--- src/aohc_pkg.sv ---
// Package with constants and types of the output select and hibernate control block.
// Overview of operation
// - Magnitude enable computes 12-bit magnitude on each valid sample.
// - Magnitude registers in auto-increment only when enabled.
// - Change-detection mode 1 takes magnitude as input.
// - Bit 3 set skips X in auto-increment.
// - Bit 2 set skips Y in auto-increment.
// - Bit 1 set skips Z in auto-increment.
// - Hibernate bit low keeps selected power mode.
// - Grounded strap: writing hibernate one clears configuration, read data and change input.
// - Grounded strap: wake pin edge ends hibernate.
// - High strap: motion pin high starts active operation.
// - High strap: motion pin low enters hibernate.
package aohc_pkg;
	localparam logic [7:0] CONFIG_OFFSET = 8'h19;
	localparam logic [7:0] CONFIG_RESET = 8'h00;
	localparam logic [7:0] CONFIG_WRITE_MASK = 8'h1F;
	localparam int MAG_EN_BIT = 4;
	localparam int X_SKIP_BIT = 3;
	localparam int Y_SKIP_BIT = 2;
	localparam int Z_SKIP_BIT = 1;
	localparam int HIBERNATE_BIT = 0;
	localparam int MAG_WIDTH = 12;
	localparam logic [7:0] X_LOW_ADDR = 8'h04;
	localparam logic [7:0] Y_LOW_ADDR = 8'h06;
	localparam logic [7:0] Z_LOW_ADDR = 8'h08;
	localparam logic [7:0] MAG_LOW_ADDR = 8'h0A;
	localparam logic [7:0] AFTER_LAST_ADDR = 8'h0C;
	localparam logic [1:0] CHANGE_MODE_MAGNITUDE = 2'h1;

	typedef enum logic [1:0] {
		AOHC_RUN,
		AOHC_HIBERNATE,
		AOHC_BOOT
	} aohc_state_e;

	typedef struct packed {
		logic magnitudeEnable;
		logic xAutoincSkip;
		logic yAutoincSkip;
		logic zAutoincSkip;
		logic hibernate;
	} aohc_config_s;
endpackage

--- src/aohc_ctrl.sv ---
// Configuration register, auto-increment sequencing and hibernate control.
`timescale 1ns/1ps
module aohc_ctrl #(
	parameter int BOOT_CYCLES = 16
) (
	input wire logic clock,
	input wire logic reset_n,
	input wire logic regWrite,
	input wire logic regRead,
	input wire logic [7:0] regAddr,
	input wire logic [7:0] regWriteData,
	output logic [7:0] regReadData,
	input wire logic [7:0] autoincAddr,
	output logic [7:0] autoincNextAddr,
	input wire logic sampleValid,
	input wire logic [11:0] xSample,
	input wire logic [11:0] ySample,
	input wire logic [11:0] zSample,
	output logic [11:0] magnitude,
	output logic magnitudeValid,
	input wire logic [1:0] changeDetectionMode,
	output logic [11:0] changeDetectionInput,
	input wire logic boot_mode_strap,
	input wire logic wakePin,
	input wire logic motion_detect_pin,
	output logic hibernating,
	output logic booting,
	output logic volatileClear
);
	initial begin
		if (BOOT_CYCLES < 1) $error("aohc_ctrl: BOOT_CYCLES must be at least 1");
		if (BOOT_CYCLES > 65536) $error("aohc_ctrl: BOOT_CYCLES does not fit the boot counter");
	end

	aohc_pkg::aohc_config_s cfg_reg, cfg_next;
	aohc_pkg::aohc_state_e state_reg, state_next;
	logic [7:0] readData_reg, readData_next;
	logic [7:0] nextAddr_reg, nextAddr_next;
	logic [11:0] cdInput_reg, cdInput_next;
	logic wakeLevel_reg, wakeLevel_next;
	logic clear_reg, clear_next;
	logic [15:0] bootCount_reg, bootCount_next;
	logic [11:0] magValue;
	logic magValid_reg;
	logic hib_reg, hib_next;
	logic boot_reg, boot_next;

	function automatic logic [7:0] packCfg(input aohc_pkg::aohc_config_s c);
		packCfg = {3'h0, c.magnitudeEnable, c.xAutoincSkip, c.yAutoincSkip,
			c.zAutoincSkip, c.hibernate};
	endfunction

	// Walks the axis pair addresses, skipping disabled groups.
	function automatic logic [7:0] stepAddr(input logic [7:0] a,
			input aohc_pkg::aohc_config_s c);
		logic [7:0] n;
		n = 8'(a + 8'h01);
		if (n == aohc_pkg::X_LOW_ADDR && c.xAutoincSkip) n = aohc_pkg::Y_LOW_ADDR;
		if (n == aohc_pkg::Y_LOW_ADDR && c.yAutoincSkip) n = aohc_pkg::Z_LOW_ADDR;
		if (n == aohc_pkg::Z_LOW_ADDR && c.zAutoincSkip) n = aohc_pkg::MAG_LOW_ADDR;
		if (n == aohc_pkg::MAG_LOW_ADDR && !c.magnitudeEnable) begin
			n = aohc_pkg::AFTER_LAST_ADDR;
		end
		stepAddr = n;
	endfunction

	aohc_magnitude #(
		.W(aohc_pkg::MAG_WIDTH)
	) u_magnitude (
		.clock(clock),
		.reset_n(reset_n),
		.sampleValid(sampleValid),
		.enable(cfg_reg.magnitudeEnable && state_reg == aohc_pkg::AOHC_RUN),
		.xSample(xSample),
		.ySample(ySample),
		.zSample(zSample),
		.magnitude(magValue),
		.magnitudeValid(magValid_reg)
	);

	always_comb begin
		cfg_next = cfg_reg;
		state_next = state_reg;
		readData_next = readData_reg;
		wakeLevel_next = wakeLevel_reg;
		clear_next = 1'b0;
		bootCount_next = bootCount_reg;
		nextAddr_next = stepAddr(autoincAddr, cfg_reg);
		cdInput_next = cdInput_reg;
		if (magValid_reg && changeDetectionMode == aohc_pkg::CHANGE_MODE_MAGNITUDE) begin
			cdInput_next = magValue;
		end
		unique case (state_reg)
			aohc_pkg::AOHC_RUN: begin
				// Power modes stay with the wake and sleep fields while the bit is low.
				if (regRead && regAddr == aohc_pkg::CONFIG_OFFSET) begin
					readData_next = packCfg(cfg_reg);
				end
				if (regWrite && regAddr == aohc_pkg::CONFIG_OFFSET) begin
					cfg_next = aohc_pkg::aohc_config_s'(regWriteData[4:0]
						& aohc_pkg::CONFIG_WRITE_MASK[4:0]);
					if (regWriteData[aohc_pkg::HIBERNATE_BIT] && !boot_mode_strap) begin
						state_next = aohc_pkg::AOHC_HIBERNATE;
						wakeLevel_next = wakePin;
					end
				end
				if (boot_mode_strap && !motion_detect_pin) begin
					state_next = aohc_pkg::AOHC_HIBERNATE;
				end
				if (state_next == aohc_pkg::AOHC_HIBERNATE) begin
					clear_next = 1'b1;
					cfg_next = aohc_pkg::aohc_config_s'(aohc_pkg::CONFIG_RESET[4:0]);
					readData_next = 8'h00;
					cdInput_next = 12'h000;
				end
			end
			aohc_pkg::AOHC_HIBERNATE: begin
				// Register accesses are lost while shut down.
				if ((!boot_mode_strap && wakePin != wakeLevel_reg)
						|| (boot_mode_strap && motion_detect_pin)) begin
					state_next = aohc_pkg::AOHC_BOOT;
					bootCount_next = 16'(BOOT_CYCLES - 1);
				end
			end
			aohc_pkg::AOHC_BOOT: begin
				// The host holds off while this runs; and
				if (bootCount_reg == 16'h0000) begin
					state_next = aohc_pkg::AOHC_RUN;
				end else begin
					bootCount_next = 16'(bootCount_reg - 16'h0001);
				end
			end
			default: begin
				state_next = aohc_pkg::AOHC_RUN;
			end
		endcase
		// Status follows the state being entered, so it lines up with the state register.
		hib_next = (state_next == aohc_pkg::AOHC_HIBERNATE);
		boot_next = (state_next == aohc_pkg::AOHC_BOOT);
	end

	always_ff @(posedge clock or negedge reset_n) begin
		if (!reset_n) begin
			cfg_reg <= aohc_pkg::aohc_config_s'(aohc_pkg::CONFIG_RESET[4:0]);
			state_reg <= aohc_pkg::AOHC_RUN;
			readData_reg <= 8'h00;
			nextAddr_reg <= 8'h00;
			cdInput_reg <= 12'h000;
			wakeLevel_reg <= 1'b0;
			clear_reg <= 1'b0;
			bootCount_reg <= 16'h0000;
			hib_reg <= 1'b0;
			boot_reg <= 1'b0;
		end else begin
			cfg_reg <= cfg_next;
			state_reg <= state_next;
			readData_reg <= readData_next;
			nextAddr_reg <= nextAddr_next;
			cdInput_reg <= cdInput_next;
			wakeLevel_reg <= wakeLevel_next;
			clear_reg <= clear_next;
			bootCount_reg <= bootCount_next;
			hib_reg <= hib_next;
			boot_reg <= boot_next;
		end
	end

	assign regReadData = readData_reg;
	assign autoincNextAddr = nextAddr_reg;
	assign magnitude = magValue;
	assign magnitudeValid = magValid_reg;
	assign changeDetectionInput = cdInput_reg;
	assign hibernating = hib_reg;
	assign booting = boot_reg;
	assign volatileClear = clear_reg;
endmodule

--- src/aohc_magnitude.sv ---
// Vector magnitude approximation of three signed axis samples.
`timescale 1ns/1ps
module aohc_magnitude #(
	parameter int W = 12
) (
	input wire logic clock,
	input wire logic reset_n,
	input wire logic sampleValid,
	input wire logic enable,
	input wire logic [W-1:0] xSample,
	input wire logic [W-1:0] ySample,
	input wire logic [W-1:0] zSample,
	output logic [W-1:0] magnitude,
	output logic magnitudeValid
);
	initial begin
		if (W < 4) $error("aohc_magnitude: width too small");
	end
	logic [W-1:0] magnitude_reg, magnitude_next;
	logic valid_reg, valid_next;

	function automatic logic [W-1:0] absVal(input logic [W-1:0] v);
		absVal = v[W-1] ? W'(-v) : v;
	endfunction

	// An alpha-max-beta-min form avoids a square root at the cost of up to about 22 percent overestimate.
	always_comb begin
		logic [W+1:0] a, b, c, big, sum;
		a = {2'h0, absVal(xSample)};
		b = {2'h0, absVal(ySample)};
		c = {2'h0, absVal(zSample)};
		big = (a > b) ? ((a > c) ? a : c) : ((b > c) ? b : c);
		sum = big + ((a + b + c - big) >> 1);
		magnitude_next = magnitude_reg;
		valid_next = 1'b0;
		if (sampleValid && enable) begin
			magnitude_next = (sum[W+1:W] != 2'h0) ? {W{1'b1}} : sum[W-1:0];
			valid_next = 1'b1;
		end
	end

	always_ff @(posedge clock or negedge reset_n) begin
		if (!reset_n) begin
			magnitude_reg <= '0;
			valid_reg <= 1'b0;
		end else begin
			magnitude_reg <= magnitude_next;
			valid_reg <= valid_next;
		end
	end
	assign magnitude = magnitude_reg;
	assign magnitudeValid = valid_reg;
endmodule

--- config.mk ---
export PLATFORM = sky130hd
export DESIGN_NAME = aohc_ctrl
export DESIGN_NICKNAME = d
export VERILOG_FILES = /design/src/aohc_pkg.sv /design/src/aohc_ctrl.sv /design/src/aohc_magnitude.sv
export SDC_FILE = /design/constraint.sdc
export NUM_CORES = 1
export LEC_CHECK = 0
export BUFFER_PORTS_ARGS = -buffer_cell sky130_fd_sc_hd__buf_2
export CAP_MARGIN = 20
export CORE_ASPECT_RATIO = 0.5
export CORE_UTILIZATION = 55
export CTS_CLUSTER_DIAMETER = 200
export DETAILED_ROUTE_END_ITERATION = 10
export PLACE_DENSITY = 0.87
export REMOVE_ABC_BUFFERS = 1
export SLEW_MARGIN = 30
export SYNTH_ARGS = -nofsm -noshare
export SYNTH_HDL_FRONTEND = slang
export SYNTH_SLANG_ARGS = --single-unit
--- constraint.sdc ---
create_clock -name clock -period 2.7 [get_ports clock]
set_input_delay 0.54 -clock clock [delete_from_list [all_inputs] [get_ports clock]]
set_output_delay 0.54 -clock clock [all_outputs]
set_load 0.01 [all_outputs]
==> impl_metrics.tcl, run 1 <==
set metrics [dict create \
    dominantRegCellSynth "dfrtp_1" \
    holdWs_ns 0.222 \
    cp_slowest_stage_delay_ns 0.42 \
    nets 1284 \
    insertion_delay_ns 0.32 \
    hold_viol_final 0 \
    grt_max_degree 41 \
    ctsHtreeMaxLevel 3 \
    dieArea_sq_mm 0.0127 \
    path_clk_slew_ns 0.05 \
    cp_common_cell "buf_4" \
    nFillCells 615 \
    crit_start "zSample[0]" \
    multi_input_area_sq_mm 0.00507 \
    ys_warn_count 0 \
    grt_pass1_wl_microns 36100 \
    rr_startpoint "bootCount_reg[4]$_DFFE_PN0P_" \
    slew_viol_final 0 \
    gp_congestion 0.967 \
    rsz0062_at_grt "true" \
    rows 28 \
    drive_above_1_share_pct 41.0 \
    skew_ns 0.00610 \
    cpMaxStageDelayCell "fa_1" \
    dr.pass1.iters 5 \
    numPortBuffers 107 \
    period_share_pct 282 \
    antenna_found_initial 0 \
    root_buffer "clkbuf_16" \
    p_per_area_mw_per_mm2 1510 \
    worst_slew_pin_slew_ns 0.798 \
    routed-via-count 7741 \
    cp.arrival_ns 7.81 \
    start_util_pct 56.6 \
    yosysSeqAreaShare_pct 24.3 \
    timing.fmax_mhz 132 \
    dp.final_hpwl_microns 16400 \
    largest_register_ffs 16 \
    synthArstFlopShare_pct 100 \
    synth_area_sq_mm 0.00670 \
    clock-sinks 65 \
    yosys_register_bits 65 \
    cts_tree "yes" \
    coreArea_sq_mm 0.0118 \
    yosys.area.top_type "dfrtp_1" \
    via_per_inst 5.95 \
    drc 0 \
    cp.required_ns 2.90 \
    power.leakage_uw 0.00503 \
    diodes 0 \
    syn_area_per_cell_sq_um 8.70 \
    crit_fanout 9 \
    ant_nets 0 \
    clock_path_buffers 2 \
    irDropWorstVdd_mv 1.24 \
    routedWlPerCell_microns 18.4 \
    top_level_ports 114 \
    first_global_vias 7922 \
    grtUsageTotal_pct 36.3 \
    totalWireLength_microns 23900 \
    violations "negative setup slack" \
    min_period_ns 7.60 \
    syn_inst 770 \
    area_delta_synth_final_pct 48.5 \
    synth-edff-count 0 \
    die_w_microns 158 \
    start_kind "primary input" \
    setup_ws_ns -4.90 \
    synthTopCellsByCount "74 x ha_1, 67 x nor2_1, 65 x dfrtp_1, 61 x inv_1, 54 x xnor2_1" \
    setup_violations 12 \
    die_h_microns 80.0 \
    drv_cap 0 \
    yosysTopAreaCellShare_pct 24.3 \
    cp-end-kind "flip-flop" \
    synth_most_common_cell "ha_1" \
    drtIter0Drc 698 \
    synthTopCellsByArea "dfrtp_1 24%, ha_1 14%, xnor2_1 7.1%" \
    place_worst_setup_slack_ns -5.37 \
    critPathKind "primary input to flip-flop" \
    cts_hold_buf 0 \
    ys_types 77 \
    relSlewSlack_pct 46.3 \
    overflow 0 \
    outcome "finished, violations left" \
    hold_path_class "primary input to asynchronous set/reset pin" \
    final-seq-area_sq_mm 0.00163 \
    cts_made_buffers 9 \
]
==> area by class of cell <==
class	instances	area share [%]
clock inverters	3	0.176
flip-flops and latches	65	16.3
inverters	63	2.40
well taps	165	2.07
multi-input cells	623	51.0
clock buffers	13	2.41
repair buffers	368	25.6
==> repair_timing <==
item,in CTS,in global routing
gates cloned,1,0
pin swaps,53,36
gates resized for setup,54,33
buffers inserted,25,10
setup endpoints to repair,12,14
==> cells by family after synthesis <==
logic type      count (synthesis)  synth area share (%)
simple gates                  241                  18.8
xor+xnor                       87                  11.7
buf+inv                        84                  4.99
flops                          65                  24.3
fa+ha+maj                      86                  17.1
other cells                     1                0.0560
mux                            22                  3.62
compound gates                184                  19.5
==> cells in the final DEF (no fill, tap or decap), types with 7 or more instances in the layout <==
master and n:
buf_4 253, buf_2 105, ha_1 68, dfrtp_1 65
nor2_1 64, inv_1 57, xnor2_1 52, nand2_1 41
a21oi_1 33, xor2_1 26, o21ai_0 25, nand2b_1 16
mux2i_1 16, nor3_1 14, a22o_1 11, o21ai_1 10
o31ai_1 10, o22a_1 10, nor2b_1 9, nand4_1 9
nand3_1 9, fa_1 9, clkbuf_16 9, buf_6 9
o21bai_1 8, o21a_1 8, or2_2 8, and3_1 8
a21oi_2 7, o211ai_1 7
==> metal layers <==
layer,global-route usage (%),wire (microns),vias to the layer above
met3,5.86,1620,150
met5,0,0,-
met1,40.1,9280,3663
li1,-,-,3461
met4,20.7,1320,0
met2,66.8,11700,467
==> stage by stage <==
stage / cell area (sq um) / total power, uW / instances / TNS, ns / util [%]
finish: 9950 / 15000 / 1300 / -58.64 / 84.0
floorplan: 6610 / 7890 / 751 / -61.15 / -
global route: 9950 / 16200 / 1300 / -62.40 / 84.0
global placement: 9050 / 11900 / 1248 / -59.63 / 76.4
detailed placement: 9050 / 12400 / 1248 / -64.33 / 76.4
CTS: 9730 / 14100 / 1290 / -53.77 / 82.2
==> worst max-delay path: cells and delay by family <==
kind | cells | cell delay [ns]
compound gates | 11 | 1.75
buf+inv | 13 | 1.67
fa+ha+maj | 4 | 1.33
simple gates | 8 | 1.67
xor+xnor | 2 | 0.21
mux | 2 | 0.61
==> final timing paths <==
kind,endpoint,slack (ns),depth (start not counted)
setup / recovery,u_magnitude.magnitude[10]$_DFFE_PN0P_,-4.90,40
hold reg to reg,regReadData[4]$_DFFE_PN0P_,0.50,1
setup reg to reg,bootCount_reg[14]$_DFFE_PN0P_,0.14,10
hold / removal,changeDetectionInput[7]$_DFF_PN0_,0.22,1
min in group clock,autoincNextAddr[7]$_DFF_PN0_,0.41,2
max in group asynchronous,bootCount_reg[9]$_DFFE_PN0P_,1.87,2
==> where the power goes <==
part,total (uW),switching [uW],internal [uW]
Clock,1000,385,618
Sequential,1430,214,1220
Combinational,12600,5970,6630
No activity file was read; power rests on OpenSTA's default activity.
==> run 2, diff against run 1 <==
--- a/config.mk
+++ b/config.mk
@@ -12,7 +12,6 @@
 export CTS_CLUSTER_DIAMETER = 200
 export DETAILED_ROUTE_END_ITERATION = 10
 export PLACE_DENSITY = 0.87
-export REMOVE_ABC_BUFFERS = 1
 export SLEW_MARGIN = 30
 export SYNTH_ARGS = -nofsm -noshare
 export SYNTH_HDL_FRONTEND = slang
==> impl_metrics.tcl, run 2 (synthesized netlist as in run 1, its figures left out) <==
set metrics [dict create \
    outcome "finished, violations left" \
    violations "negative setup slack" \
    hold_path_class "primary input to asynchronous set/reset pin" \
    wl_met1_microns 9330 \
    route.met2.wl_microns 11800 \
    die_h_microns 80.0 \
    dp.final_hpwl_microns 16300 \
    grt_pass1_wl_microns 36200 \
    diodes 0 \
    drive_above_1_share_pct 42.3 \
    place_worst_setup_slack_ns -5.01 \
    final-seq-area_sq_mm 0.00163 \
    cp-end-kind "flip-flop" \
    overflow 0 \
    antenna_found_initial 0 \
    root_buffer "clkbuf_16" \
    dr.max_layer_used "met4" \
    setup_ws_ns -4.71 \
    numPortBuffers 107 \
    p_total_uw 15200 \
    power.leakage_uw 0.00511 \
    top_level_ports 114 \
    timing.fmax_mhz 135 \
    p_per_area_mw_per_mm2 1490 \
    layout_common_cells "264 x buf_4, 104 x buf_2, 69 x ha_1" \
    cp-endpoint "u_magnitude.magnitude[9]$_DFFE_PN0P_" \
    multi_input_area_sq_mm 0.00513 \
    rows 28 \
    setup_violations 12 \
    drc 0 \
    cts_made_buffers 9 \
    crit_start "ySample[6]" \
    cp.required_ns 2.91 \
    area_delta_synth_final_pct 51.5 \
    place_inst 1249 \
    cp_common_cell "a21oi_2" \
    fin_setup_tns_ns -56.19 \
    slew_viol_final 0 \
    worst_slew_pin_slew_ns 0.917 \
    coreArea_sq_mm 0.0118 \
    clock-sinks 65 \
    cts_hold_buf 0 \
    routedWlPerCell_microns 18.2 \
    hold_viol_final 0 \
    critPathKind "primary input to flip-flop" \
    insertion_delay_ns 0.33 \
    drtIter0Drc 753 \
    stdcell_count 1309 \
    grtUsageTotal_pct 36.8 \
    totalWireLength_microns 23900 \
    ant_nets 0 \
    cp_slowest_stage_delay_ns 0.56 \
    min_period_ns 7.41 \
    cp.arrival_ns 7.62 \
    gp_congestion 0.933 \
    cpMaxStageDelayCell "or4_4" \
    crit_fanout 6 \
    ctsHtreeMaxLevel 3 \
    dr.pass1.iters 6 \
    die_w_microns 158 \
    largest_register_ffs 16 \
    rr_startpoint "bootCount_reg[2]$_DFFE_PN0P_" \
    start_kind "primary input" \
    relSlewSlack_pct 38.3 \
    routed-via-count 7656 \
    nets 1293 \
    skew_ns 0.00516 \
    rsz0062_at_grt "true" \
    clock_path_buffers 2 \
    layout_commonest_cell "buf_4" \
    dr_wl_met3_microns 1570 \
    start_util_pct 56.6 \
    rr_endpoint "bootCount_reg[14]$_DFFE_PN0P_" \
    period_share_pct 274 \
    first_global_vias 7640 \
    drv_cap 0 \
    path_clk_slew_ns 0.05 \
    irDropWorstVdd_mv 1.16 \
    nFillCells 622 \
    reg2reg_depth 9 \
    reg2reg_setup_slack_ns 0.17 \
    dieArea_sq_mm 0.0127 \
    via_per_inst 5.85 \
    grt_max_degree 66 \
    cts_tree "yes" \
]
==> run 2: cell count changes in the layout (fill, tap and decap cells not counted), sizes merged <==
cell | before | now
bufinv | 0 | 3
clkbuf | 13 | 9
buf | 368 | 377
clkinvlp | 1 | 2
==> run 2: repair_timing <==
| item | in CTS | in global routing |
|---|---|---|
| resized for setup | 54 | 19 |
| pin swaps | 39 | 40 |
| hold endpoints to repair | 0 | 0 |
| setup endpoints to repair | 12 | 14 |
| buffers inserted | 36 | 9 |
==> run 2: worst min path at each step <==
stage / startpoint / end / cells after the start
after global placement: cfg_reg[0]$_DFFE_PN0P_ / regReadData[0]$_DFFE_PN0P_ / 1
after CTS: reset_n / cfg_reg[1]$_DFFE_PN0P_ / 2
after global routing: autoincAddr[7] / autoincNextAddr[7]$_DFF_PN0_ / 2
final: reset_n / changeDetectionInput[11]$_DFF_PN0_ / 2
after floorplan: reset_n / autoincNextAddr[0]$_DFF_PN0_ / 0
after detailed placement: cfg_reg[0]$_DFFE_PN0P_ / regReadData[0]$_DFFE_PN0P_ / 1
==> run 2: final cells by class <==
cell class / count / area share [%]
multi-input cells: 623 / 50.6
repair buffers: 377 / 25.7
flip-flops and latches: 65 / 16.0
inverters: 63 / 2.33
clock buffers: 9 / 2.22
well taps: 165 / 2.03
clock inverters: 7 / 1.17
==> run 2: routing by layer <==
layer,up-vias,GRT usage [%]
li1,3481,-
met1,3601,40.5
met2,447,68.2
met3,127,7.00
met4,0,18.8
met5,-,0
==> run 2: critical path, delay by kind of cell <==
kind	cells	cell delay (ns)
AO/OA/AOI/OAI	16	2.75
XOR/XNOR	3	0.46
buffers and inverters	6	0.74
multiplexers	2	0.62
adder cells (fa/ha/maj)	4	1.24
AND/OR/NAND/NOR	8	1.25
==> run 2: report_power, final <==
| part | total, uW | switching (uW) | internal [uW] |
|---|---|---|---|
| sequential | 1440 | 221 | 1220 |
| clock | 1330 | 427 | 900 |
| combinational | 12400 | 5860 | 6540 |
==> run 2: per-stage QoR <==
stage	cell area, sq um	hold WS [ns]	utilization (%)
detailed placement	9130	0.492	77.1
finish	10100	0.381	85.7
global placement	9130	0.475	77.1
global route	10100	0.412	85.7
floorplan	6800	0.244	-
CTS	9990	0.408	84.4
==> run 3, diff against run 2 <==
--- a/config.mk
+++ b/config.mk
@@ -11,6 +11,7 @@
 export CORE_UTILIZATION = 55
 export CTS_CLUSTER_DIAMETER = 200
 export DETAILED_ROUTE_END_ITERATION = 10
+export GPL_TIMING_DRIVEN = 0
 export PLACE_DENSITY = 0.87
 export SLEW_MARGIN = 30
 export SYNTH_ARGS = -nofsm -noshare
==> constraint.sdc (replaced) <==
create_clock -name clock -period 7.25 [get_ports clock]
set_input_delay 1.45 -clock clock [delete_from_list [all_inputs] [get_ports clock]]
set_output_delay 1.45 -clock clock [all_outputs]
set_load 0.01 [all_outputs]
==> impl_metrics.tcl, run 3 (synthesized netlist as in run 1, its figures left out) <==
set metrics [dict create \
    rr_startpoint "wakeLevel_reg$_DFFE_PN0P_" \
    coreArea_sq_mm 0.0118 \
    setup_violations 12 \
    min_from "regReadData[3]$_DFFE_PN0P_" \
    root_buffer "clkbuf_16" \
    p_total_uw 4600 \
    setup_ws_ns -1.00 \
    grtUsageTotal_pct 30.5 \
    layout_common_cells "99 x buf_2, 74 x buf_4, 65 x dfrtp_1" \
    overflow 0 \
    timing.fmax_mhz 121 \
    outcome "finished, violations left" \
    routed-via-count 6707 \
    crit_buf_inv 9 \
    via_per_inst 5.91 \
    stdcell_count 1134 \
    cpMaxStageDelayCell "or3_4" \
    nFillCells 827 \
    rsz0062_at_grt "true" \
    fin_setup_tns_ns -11.64 \
    clock_path_buffers 2 \
    irDropWorstVdd_mv 0.330 \
    antenna_found_initial 0 \
    p_per_area_mw_per_mm2 514 \
    gp_congestion 0.958 \
    cp.arrival_ns 8.46 \
    totalWireLength_microns 19900 \
    die_w_microns 158 \
    rows 28 \
    nets 1119 \
    clock-sinks 65 \
    drc 0 \
    start_kind "primary input" \
    area_delta_synth_final_pct 33.7 \
    crit_start "ySample[2]" \
    routedWlPerCell_microns 17.6 \
    dp.final_hpwl_microns 13100 \
    place_worst_setup_slack_ns -2.08 \
    crit_fanout 7 \
    cp.required_ns 7.46 \
    insertion_delay_ns 0.32 \
    first_global_vias 6456 \
    layout_commonest_cell "buf_2" \
    numPortBuffers 106 \
    top_level_ports 114 \
    skew_ns 0.00769 \
    critPathKind "primary input to flip-flop" \
    relSlewSlack_pct 41.4 \
    ant_nets 0 \
    dieArea_sq_mm 0.0127 \
    die_h_microns 80.0 \
    dr.pass1.iters 6 \
    critPathTopFamily "compound AO/OA/AOI/OAI gates" \
    cp-end-kind "flip-flop" \
    drtIter0Drc 560 \
    grt_max_degree 66 \
    largest_register_ffs 16 \
    diodes 0 \
    place_inst 1043 \
    start_util_pct 56.6 \
    cp_common_cell "a21oi_2" \
    worst_slew_pin_slew_ns 0.879 \
    cp_slowest_stage_delay_ns 0.43 \
    final_util_pct 75.6 \
    ctsHtreeMaxLevel 3 \
    hold_viol_final 0 \
    cts_made_buffers 9 \
    cts_hold_buf 0 \
    drive_above_1_share_pct 32.8 \
    slew_viol_final 0 \
    path_clk_slew_ns 0.05 \
    drv_cap 0 \
    cts_tree "yes" \
    period_share_pct 114 \
    hold_path_class "flip-flop to flip-flop" \
    violations "negative setup slack" \
    grt_pass1_wl_microns 30500 \
    power.leakage_uw 0.00427 \
    min_period_ns 8.25 \
]
## run 3: worst paths after layout
kind	slack (ns)	cells after the start	end
worst max-delay path	-1.00	41	u_magnitude.magnitude[1]$_DFFE_PN0P_
worst min-delay path	0.50	1	regReadData[3]$_DFFE_PN0P_
worst max register to register	4.44	10	bootCount_reg[13]$_DFFE_PN0P_
worst min register to register	0.50	1	regReadData[3]$_DFFE_PN0P_
max in group asynchronous	5.51	1	autoincNextAddr[7]$_DFF_PN0_
min in group asynchronous	1.23	1	changeDetectionInput[5]$_DFF_PN0_
## run 3: area by class of cell
class	count	area (sq um)	share of cell area (%)
plain buffers	19	131	1.47
clock buffers	12	246	2.75
clock inverters	3	17.5	0.196
inverters	63	244	2.72
multi-input cells	623	5290	59.1
flip-flops and latches	65	1630	18.2
well taps	165	206	2.31
repair buffers	184	1190	13.3
## run 3: layer usage
layer	routed length [microns]	vias to the layer above	part of all wire (%)	track usage, %
met5	0	-	0	0
met4	558	0	2.8	10.2
li1	-	3139	-	-
met3	974	54	4.9	2.23
met1	8560	3229	43	37.5
met2	9840	285	49	56.9
## run 3: worst reg2reg max path, stage by stage, from the launching register on
cell and delay, ns:
dfrtp_1 0.39, xor2_1 0.16, o21a_1 0.16, nor2b_1 0.43, or2_2 0.19, clkbuf_1 0.24, nand4_1 0.22, nor4_1 0.48
nand2_1 0.17, xor2_1 0.18, nor2_1 0.07
## run 3: report_power, final
| part | internal [uW] | switching, uW | total (uW) |
|---|---|---|---|
| Clock | 237 | 144 | 381 |
| Combinational | 1760 | 1930 | 3690 |
| Sequential | 454 | 78.5 | 532 |
| Total | 2450 | 2150 | 4600 |
## run 3: repair_timing
item                       CTS  global route
gates cloned                 1             0
setup buffers               64            14
resized for setup           87            33
setup endpoints to repair   12            12
pin swaps                   75            43
hold endpoints to repair     0             0
## run 3: per-stage QoR
stage                     area [sq um]  hold slack, ns
after global routing              8950           0.530
after global placement            7540           0.475
after detailed placement          7540           0.488
after floorplan                   6800           0.462
final                             8950           0.503
after CTS                         8710           0.506
